<file path="src/hdl/pin_select_pkg.sv">
// package: register map, field layout and reset values for analog pin select
package pin_select_pkg;
  localparam int          num_pins          = 9;
  localparam int          sel_width         = 4;
  localparam logic [11:0] addr_pin_config   = 12'h000;
  localparam logic [11:0] addr_pin_dir      = 12'h004;
  localparam logic [11:0] addr_pin_out      = 12'h008;
  localparam logic [11:0] addr_pin_level    = 12'h00C;
  localparam logic [11:0] addr_input_select = 12'h010;
  localparam logic [11:0] addr_conv_level   = 12'h014;
  localparam logic [15:0] pin_config_reset  = 16'h0000;
  localparam logic [15:0] pin_dir_reset     = 16'hFFFF;
  localparam logic [15:0] pin_out_reset     = 16'h0000;
  localparam int          sel_a_pos         = 0;
  localparam int          sel_b_pos         = 8;
  localparam logic [31:0] unmapped_read     = 32'h0000_0000;
endpackage : pin_select_pkg
</file>
<file path="src/hdl/pin_select_if.sv">
// interface: per-pin configuration carried from the register file to the pads
`timescale 1ns/1ns
`default_nettype none
interface pin_select_if #(parameter int n = 9);
  logic [n-1:0] digital_mode;
  logic [n-1:0] dir_input;
  logic [n-1:0] out_level;
  logic [n-1:0] pad_level;
  logic [n-1:0] port_read;
  logic [n-1:0] conv_path;
  logic [n-1:0] pad_drive;
  modport regs (output digital_mode, output dir_input, output out_level,
                input port_read, input conv_path, input pad_drive);
  modport pads (input digital_mode, input dir_input, input out_level,
                input pad_level, output port_read, output conv_path,
                output pad_drive);
endinterface : pin_select_if
`default_nettype wire

</file>
<file path="src/hdl/adc_pin_analog_select.sv">
// module: apb register file and pad steering for converter-capable pins
//
// The register offsets and the APB register port were left to the implementer.
`timescale 1ns/1ns
`default_nettype none
//
// Contract
// - an output pin selected for conversion converts its own driven level
// - conversion ignores primary input select fields; direction bits only pick which level is converted
// - pin level reads return zero for every analog-configured pin
// - a digital-mode pin never passes its level to the converter
module adc_pin_analog_select #(
  parameter int n = pin_select_pkg::num_pins
) (
  input  wire  logic        clk,
  input  wire  logic        nrst,
  input  wire  logic        psel,
  input  wire  logic        penable,
  input  wire  logic        pwrite,
  input  wire  logic [11:0] paddr,
  input  wire  logic [31:0] pwdata,
  input  wire  logic [3:0]  pstrb,
  output var   logic [31:0] prdata,
  output var   logic        pready,
  output var   logic        pslverr,
  input  wire  logic [n-1:0] pad_in,
  output var   logic [n-1:0] pad_out,
  output var   logic [n-1:0] pad_oe,
  output var   logic [n-1:0] converter_in
);
  import pin_select_pkg::*;

  // the register map is 16 bits wide, so no more pins can be served
  if (n < 1 || n > 16) begin : g_bad_pin_count
    $error("pin count must be 1 to 16");
  end

  ////////////////////////////////////////////////////////////////////////////
  pin_select_if #(.n(n)) ps ();

  logic [15:0] pin_config;
  logic [15:0] pin_dir;
  logic [15:0] pin_out;
  logic [15:0] input_select;
  logic [n-1:0] pad_meta;
  logic [n-1:0] pad_sync;
  logic         wr_en;
  logic         rd_en;
  logic [31:0]  next_prdata;
  logic         wr_config;
  logic         wr_dir;
  logic         wr_out;
  logic         wr_select;
  logic         setup_phase;
  logic         access_phase;

  function automatic logic [15:0] lane_merge(input logic [15:0] old,
                                             input logic [31:0] wd,
                                             input logic [3:0]  st);
    logic [15:0] r;
    r = old;
    if (st[0]) r[7:0] = wd[7:0];
    if (st[1]) r[15:8] = wd[15:8];
    return r;
  endfunction : lane_merge

  function automatic logic addr_hit(input logic [11:0] a,
                                    input logic [11:0] target);
    logic hit;
    hit = (a == target);
    return hit;
  endfunction : addr_hit

  function automatic logic [31:0] pad16(input logic [15:0] v);
    logic [31:0] r;
    r = 32'h0000_0000;
    r[15:0] = v;
    return r;
  endfunction : pad16

  function automatic logic [31:0] widen(input logic [n-1:0] v);
    logic [31:0] r;
    r = 32'h0000_0000;
    r[n-1:0] = v;
    return r;
  endfunction : widen

  ////////////////////////////////////////////////////////////////////////////
  // pads come from outside the clock domain
  always_ff @(posedge clk) begin
    if (!nrst) begin
      pad_meta <= '0;
    end else begin
      pad_meta <= pad_in;
    end
  end

  // only this second stage may read the first
  always_ff @(posedge clk) begin
    if (!nrst) begin
      pad_sync <= '0;
    end else begin
      pad_sync <= pad_meta;
    end
  end

  assign ps.digital_mode = pin_config[n-1:0];
  assign ps.dir_input    = pin_dir[n-1:0];
  assign ps.out_level    = pin_out[n-1:0];
  assign ps.pad_level    = pad_sync;

  pin_pad_mux #(.n(n)) u_mux (.ps(ps.pads));

  ////////////////////////////////////////////////////////////////////////////
  // zero wait states: access phase completes in its first cycle
  assign setup_phase  = psel && !penable;
  assign access_phase = psel && penable;
  assign wr_en        = access_phase && pwrite;
  assign rd_en        = setup_phase && !pwrite;

  // one strobe per writable register; unmapped writes hit nothing
  assign wr_config = wr_en && addr_hit(paddr, addr_pin_config);
  assign wr_dir    = wr_en && addr_hit(paddr, addr_pin_dir);
  assign wr_out    = wr_en && addr_hit(paddr, addr_pin_out);
  assign wr_select = wr_en && addr_hit(paddr, addr_input_select);

  ////////////////////////////////////////////////////////////////////////////
  // mode bits: clear is analog, set is digital; reset leaves all analog
  always_ff @(posedge clk) begin
    if (!nrst) begin
      pin_config <= pin_config_reset;
    end else if (wr_config) begin
      pin_config <= lane_merge(pin_config, pwdata, pstrb);
    end
  end

  // direction resets to input so no pad is driven out of reset
  always_ff @(posedge clk) begin
    if (!nrst) begin
      pin_dir <= pin_dir_reset;
    end else if (wr_dir) begin
      pin_dir <= lane_merge(pin_dir, pwdata, pstrb);
    end
  end

  always_ff @(posedge clk) begin
    if (!nrst) begin
      pin_out <= pin_out_reset;
    end else if (wr_out) begin
      pin_out <= lane_merge(pin_out, pwdata, pstrb);
    end
  end

  // stored for software only; nothing downstream reads it
  always_ff @(posedge clk) begin
    if (!nrst) begin
      input_select <= 16'h0000;
    end else if (wr_select) begin
      input_select <= lane_merge(input_select, pwdata, pstrb);
    end
  end

  ////////////////////////////////////////////////////////////////////////////
  always_comb begin
    next_prdata = unmapped_read;
    case (paddr)
      addr_pin_config:   next_prdata = pad16(pin_config);
      addr_pin_dir:      next_prdata = pad16(pin_dir);
      addr_pin_out:      next_prdata = pad16(pin_out);
      addr_pin_level:    next_prdata = widen(ps.port_read);
      addr_input_select: next_prdata = pad16(input_select);
      addr_conv_level:   next_prdata = widen(ps.conv_path);
      default:           next_prdata = unmapped_read;
    endcase
  end

  // read data latched in setup so the access phase answers from a flop
  always_ff @(posedge clk) begin
    if (!nrst) begin
      prdata <= 32'h0000_0000;
    end else if (rd_en) begin
      prdata <= next_prdata;
    end
  end

  // ready follows every setup cycle, so there are never wait states
  always_ff @(posedge clk) begin
    if (!nrst) begin
      pready <= 1'b0;
    end else begin
      pready <= setup_phase;
    end
  end

  // no access is refused; unmapped reads just return zero
  always_ff @(posedge clk) begin
    if (!nrst) begin
      pslverr <= 1'b0;
    end else begin
      pslverr <= 1'b0;
    end
  end

  ////////////////////////////////////////////////////////////////////////////
  // converter sees the pin path alone; select fields and direction do not
  // gate it, a software fault of direction only changes what is converted
  always_ff @(posedge clk) begin
    if (!nrst) begin
      converter_in <= '0;
    end else begin
      converter_in <= ps.conv_path;
    end
  end

  // pad driver only enabled on output pins; software owns this for analog use
  always_ff @(posedge clk) begin
    if (!nrst) begin
      pad_out <= '0;
    end else begin
      pad_out <= pin_out[n-1:0];
    end
  end

  always_ff @(posedge clk) begin
    if (!nrst) begin
      pad_oe <= '0;
    end else begin
      pad_oe <= ~pin_dir[n-1:0];
    end
  end
endmodule : adc_pin_analog_select
`default_nettype wire

</file>
<file path="src/hdl/pin_pad_mux.sv">
// module: combinational per-pin analog/digital steering
`timescale 1ns/1ns
`default_nettype none
module pin_pad_mux #(
  parameter int n = 9
) (
  pin_select_if.pads ps
);
  always_comb begin
    for (int i = 0; i < n; i++) begin
      // an output pin presents its driven level, so that level gets converted
      ps.pad_drive[i] = ps.dir_input[i] ? ps.pad_level[i]
                                        : ps.out_level[i];
      // digital mode cuts the converter path off
      ps.conv_path[i] = ps.digital_mode[i] ? 1'b0
                                           : ps.pad_drive[i];
      // analog pins read back as cleared whatever level sits on them
      ps.port_read[i] = ps.digital_mode[i] ? ps.pad_drive[i] : 1'b0;
    end
  end
endmodule : pin_pad_mux
`default_nettype wire

</file>
<file path="config.mk">
export PLATFORM = sky130hd
export DESIGN_NAME = adc_pin_analog_select
export DESIGN_NICKNAME = d
export VERILOG_FILES = /design/src/hdl/pin_select_pkg.sv /design/src/hdl/pin_select_if.sv /design/src/hdl/adc_pin_analog_select.sv /design/src/hdl/pin_pad_mux.sv
export SDC_FILE = /design/constraint.sdc
export NUM_CORES = 1
export LEC_CHECK = 0
export BUFFER_PORTS_ARGS = -buffer_cell sky130_fd_sc_hd__buf_2
export CORE_MARGIN = 3
export CORE_UTILIZATION = 50
export CTS_BUF_LIST = sky130_fd_sc_hd__clkbuf_2
export DETAILED_ROUTE_END_ITERATION = 10
export GPL_TIMING_DRIVEN = 0
export PLACE_DENSITY = 0.81
export SYNTH_ARGS = -nofsm -noshare
export SYNTH_HDL_FRONTEND = slang
export SYNTH_HIERARCHICAL = 1
export SYNTH_SLANG_ARGS = --single-unit
</file>
<file path="constraint.sdc">
create_clock -name clk -period 4.8 [get_ports clk]
set_input_delay 0.96 -clock clk [delete_from_list [all_inputs] [get_ports clk]]
set_output_delay 0.96 -clock clk [all_outputs]
set_load 0.005 [all_outputs]
</file>
== Word-level counts from Yosys, hierarchy flattened ==
Cells that the tools add are included.

* Output and inout port bits: 61
* Register bits: 142
* Input bits: 62
* Word-level logic and storage cells: 68

* Multiplexer cells: 28
* Eq/ne operators: 5
* Reduce and logical (&&, ||, !) cells: 19
* Bitwise logic cells: 1

{| class="wikitable"
|+ Operator list
! cell !! number
|-
| one-hot mux 16 bit (6 select lines) || 1
|-
| 2-to-1 mux 1 bit || 27
|-
| == test 12 x 4 -> 1 bit (second input constant) || 2
|-
| == test 12 x 5 -> 1 bit (second input constant) || 2
|-
| AND reduction 2 bit || 8
|-
| == test 12 x 3 -> 1 bit (second input constant) || 1
|-
| logical NOT 12 bit || 1
|-
| NOT 9 bit || 1
|-
| logical AND 1 bit || 8
|-
| logical NOT 1 bit || 2
|}

== Logic depth before layout (Yosys ltp) ==
* Word-level depth: 4
* Gate-level depth with buffers: 6

== Modules after synthesis ==
The synthesis kept the hierarchy.

{| class="wikitable"
|+ By module, submodules not included
! module !! instances !! area each (um^2) !! cells each
|-
| adc_pin_analog_select || 1 || 5031.1 || 515
|-
| pin_pad_mux || 1 || 214.0 || 36
|}

== Worst setup path before layout ==
No wires, ideal clock.

* Kind: in2reg
* From: in paddr[9]
* To: reg pin_dir[0]
* Arrival: 2495 ps
* Slack: 2176 ps
* Stages: 5
* Cells stage by stage: or4_4 buf_6 nor4_4 mux2i_1 nand2_1

* Word-level cells in the longest chain between the ends: 3

{| class="wikitable"
|+ RTL lines
! what !! RTL line !! source
|-
| start, declared || adc_pin_analog_select.sv:20 || <nowiki>input wire logic [11:0] paddr,</nowiki>
|-
| == test 12 x 3 -> 1 bit || adc_pin_analog_select.sv:70 || <nowiki>hit = (a == target);</nowiki>
|-
| logical AND 1 bit || adc_pin_analog_select.sv:123 || <nowiki>assign wr_dir = wr_en && addr_hit(paddr, addr_pin_dir);</nowiki>
|-
| AND reduction 2 bit (no line) || n/a ||
|-
| end signal, assigned || adc_pin_analog_select.sv:140 || <nowiki>pin_dir <= pin_dir_reset;</nowiki>
|-
| end signal, assigned || adc_pin_analog_select.sv:142 || <nowiki>pin_dir <= lane_merge(pin_dir, pwdata, pstrb);</nowiki>
|-
| end, declared || adc_pin_analog_select.sv:42 || <nowiki>logic [15:0] pin_dir;</nowiki>
|}

No other way between the ends.
A chain may end at the register's enable or synchronous reset.

== Final worst setup path ==
* From: in paddr[9]
* To: reg pin_dir[1]

The elaborated chain is that of the path after synthesis.

==> metrics <==
run status=complete, no violations; CP Launch Type=input port; Setup CP Type=input port to flip-flop; ANT nets after route=0; Max Fclk=421 MHz; CP delay by family, top=simple AND/OR/NAND/NOR gates; initial antenna violation count=0; FF-to-FF path depth=6; number of diodes=0; Slew Limit Fails=0; Avg Inst Size Synth=9.61 sq um; drt via density=5.36; Placer Congestion=0.872; Die Wd=108 microns; Hold/Removal Path Class=flip-flop to flip-flop; Reg-to-Reg End=prdata[2]; Synth Warn #=6; fin nets=723; Die ar.=11,700 sq um; crit path cell chain=buf_2 -> or4_4 -> buf_6 -> nor4_4 -> mux2i_1 -> nand2_1; final design area excluding fillers=6090 sq um; Max-cap violations=0; R2R setup slack=3340 ps; CP required=5350 ps; postcts setup bufs=0; Slew Limit Headroom=0.399; TritonCTS clock tree=done; layout cells sized above 1=0.245; RSZ-0062 raised after global routing=false; Iter 0 DRT Violations=313; Worst Hold End=pad_sync[3]; CP Capture Type=flip-flop; Inserted Clock Buffers=17; CTS Sinks=126; Post-Syn Instances=542; leakage=2.88 nW; vias in the first global route=4,205; DP Worst Slack=1750 ps; hpwl dp=9380 microns; root buffer cell=clkbuf_2; Power Dens Cells=300 nW/um^2; Worst-Skew Late Latency=670 ps; slowest CP cell=nor4_4; min-delay src=pad_meta[3]; post-synthesis instance area=5210 sq um; drt drc=0; core area=9950 sq um; Final Hold Viols=0; CTS resizes=0; worst hold stages=1; Worst-Margin Slew=895 ps; clk_skew=20.4 ps; Routed WL=13,300 microns; Initial Util=0.524; Placed Area=5860 sq um; IO Count=123; first-pass GRT wire length=20,800 microns; number of placement rows=36; worst-path fanout max=9; Clock Tree Buf Depth=2; largest net degree at the start of global routing=17; CP arrival=2920 ps; Die Ht=108 microns; H-tree depth=4; area delta synth->final=16.9%; final-layout fill cell count=827; Final WS setup=2430 ps; routed via count=4,328; Congestion Overflow GR=0; fin crit share=0.495; Max stage delay on crit path=810 ps; Final setup viols=0; clock slew at reported path FFs=190 ps; VDD IR max=0.000147 V; CP bufs+invs=2; setup TNS=0 ps; First-pass DRT Iterations=5; worst flop-to-flop path startpoint=pin_dir[2]; WL per Instance=16.4 microns; I/O Buffers=84; hold buffer count at cts=0; fin crit period=2370 ps; Total GRT Usage=0.231
## through the flow
step | power, mW | util | instances | hold slack (ps)
6_report | 1.83 | 0.612 | 807 | 457
5_1_grt | 1.90 | 0.612 | 807 | 411
4_1_cts | 1.83 | 0.612 | 807 | 449
3_5_place_dp | 1.20 | 0.588 | 775 | 418
3_3_place_gp | 1.20 | 0.588 | 775 | 415
2_1_floorplan | 1.15 | - | 558 | 412
## registers in the layout, indices dropped and copies added, names as in the netlist
name / flops
pin_out: 16
pad_out: 9
pin_dir: 16
pad_meta: 9
pin_config: 16
pready: 1
converter_in: 9
prdata: 16
pad_sync: 9
pad_oe: 9
input_select: 16
## per-layer routing
metal	GRT usage	vias up	wire length (microns)
met3	0.0710	35	1230
met4	0.0929	0	280
li1	-	2062	-
met2	0.373	235	6340
met1	0.288	1996	5420
met5	0	-	0
## where the power goes
group	switching (mW)	internal, mW
clock	0.404	0.245
combinational	0.0739	0.0475
sequential	0.00198	1.06
total	0.480	1.35
## worst max-delay path by stage
stage,depth (start not counted),startpoint,slack [ps],endpoint
after global placement,6,paddr[9],1790,pin_dir[4]
after detailed placement,6,paddr[9],1750,pin_dir[1]
after global routing,6,paddr[1],2370,pin_dir[8]
final,6,paddr[9],2430,pin_dir[1]
after CTS,6,paddr[9],2460,pin_dir[1]
after floorplan,5,paddr[9],2180,pin_dir[0]
## layout by cell type, fill, tap and decap left out, types with 2 or more instances in the layout
master / instances
a21oi_1: 20
a221oi_1: 2
a22oi_1: 4
and2_1: 34
and3_1: 2
buf_1: 5
buf_2: 86
buf_4: 19
bufinv_16: 2
clkbuf_1: 21
clkbuf_2: 19
clkinv_2: 2
clkinv_4: 2
clkinvlp_4: 3
conb_1: 17
dfxtp_1: 126
inv_1: 9
inv_6: 3
mux2_2: 16
mux2i_1: 83
nand2_1: 86
nand2_2: 2
nand3_1: 16
nand3b_1: 2
nand4_1: 2
nor2_1: 14
nor2b_1: 18
nor3_1: 3
nor3_4: 2
nor4_1: 2
nor4_2: 2
o21ai_0: 24
o22ai_1: 9
or4_1: 2
## final cells by class
type,instances,area (sq um),share of cell area
well taps,133,166,0.0273
multi-input cells,375,2450,0.403
repair buffers,84,420,0.0690
plain buffers,48,262,0.0429
clock buffers,19,95.1,0.0156
flip-flops and latches,126,2520,0.414
clock inverters,13,140,0.0230
inverters,9,33.8,0.00554
Power figures use the tool's default switching activity.
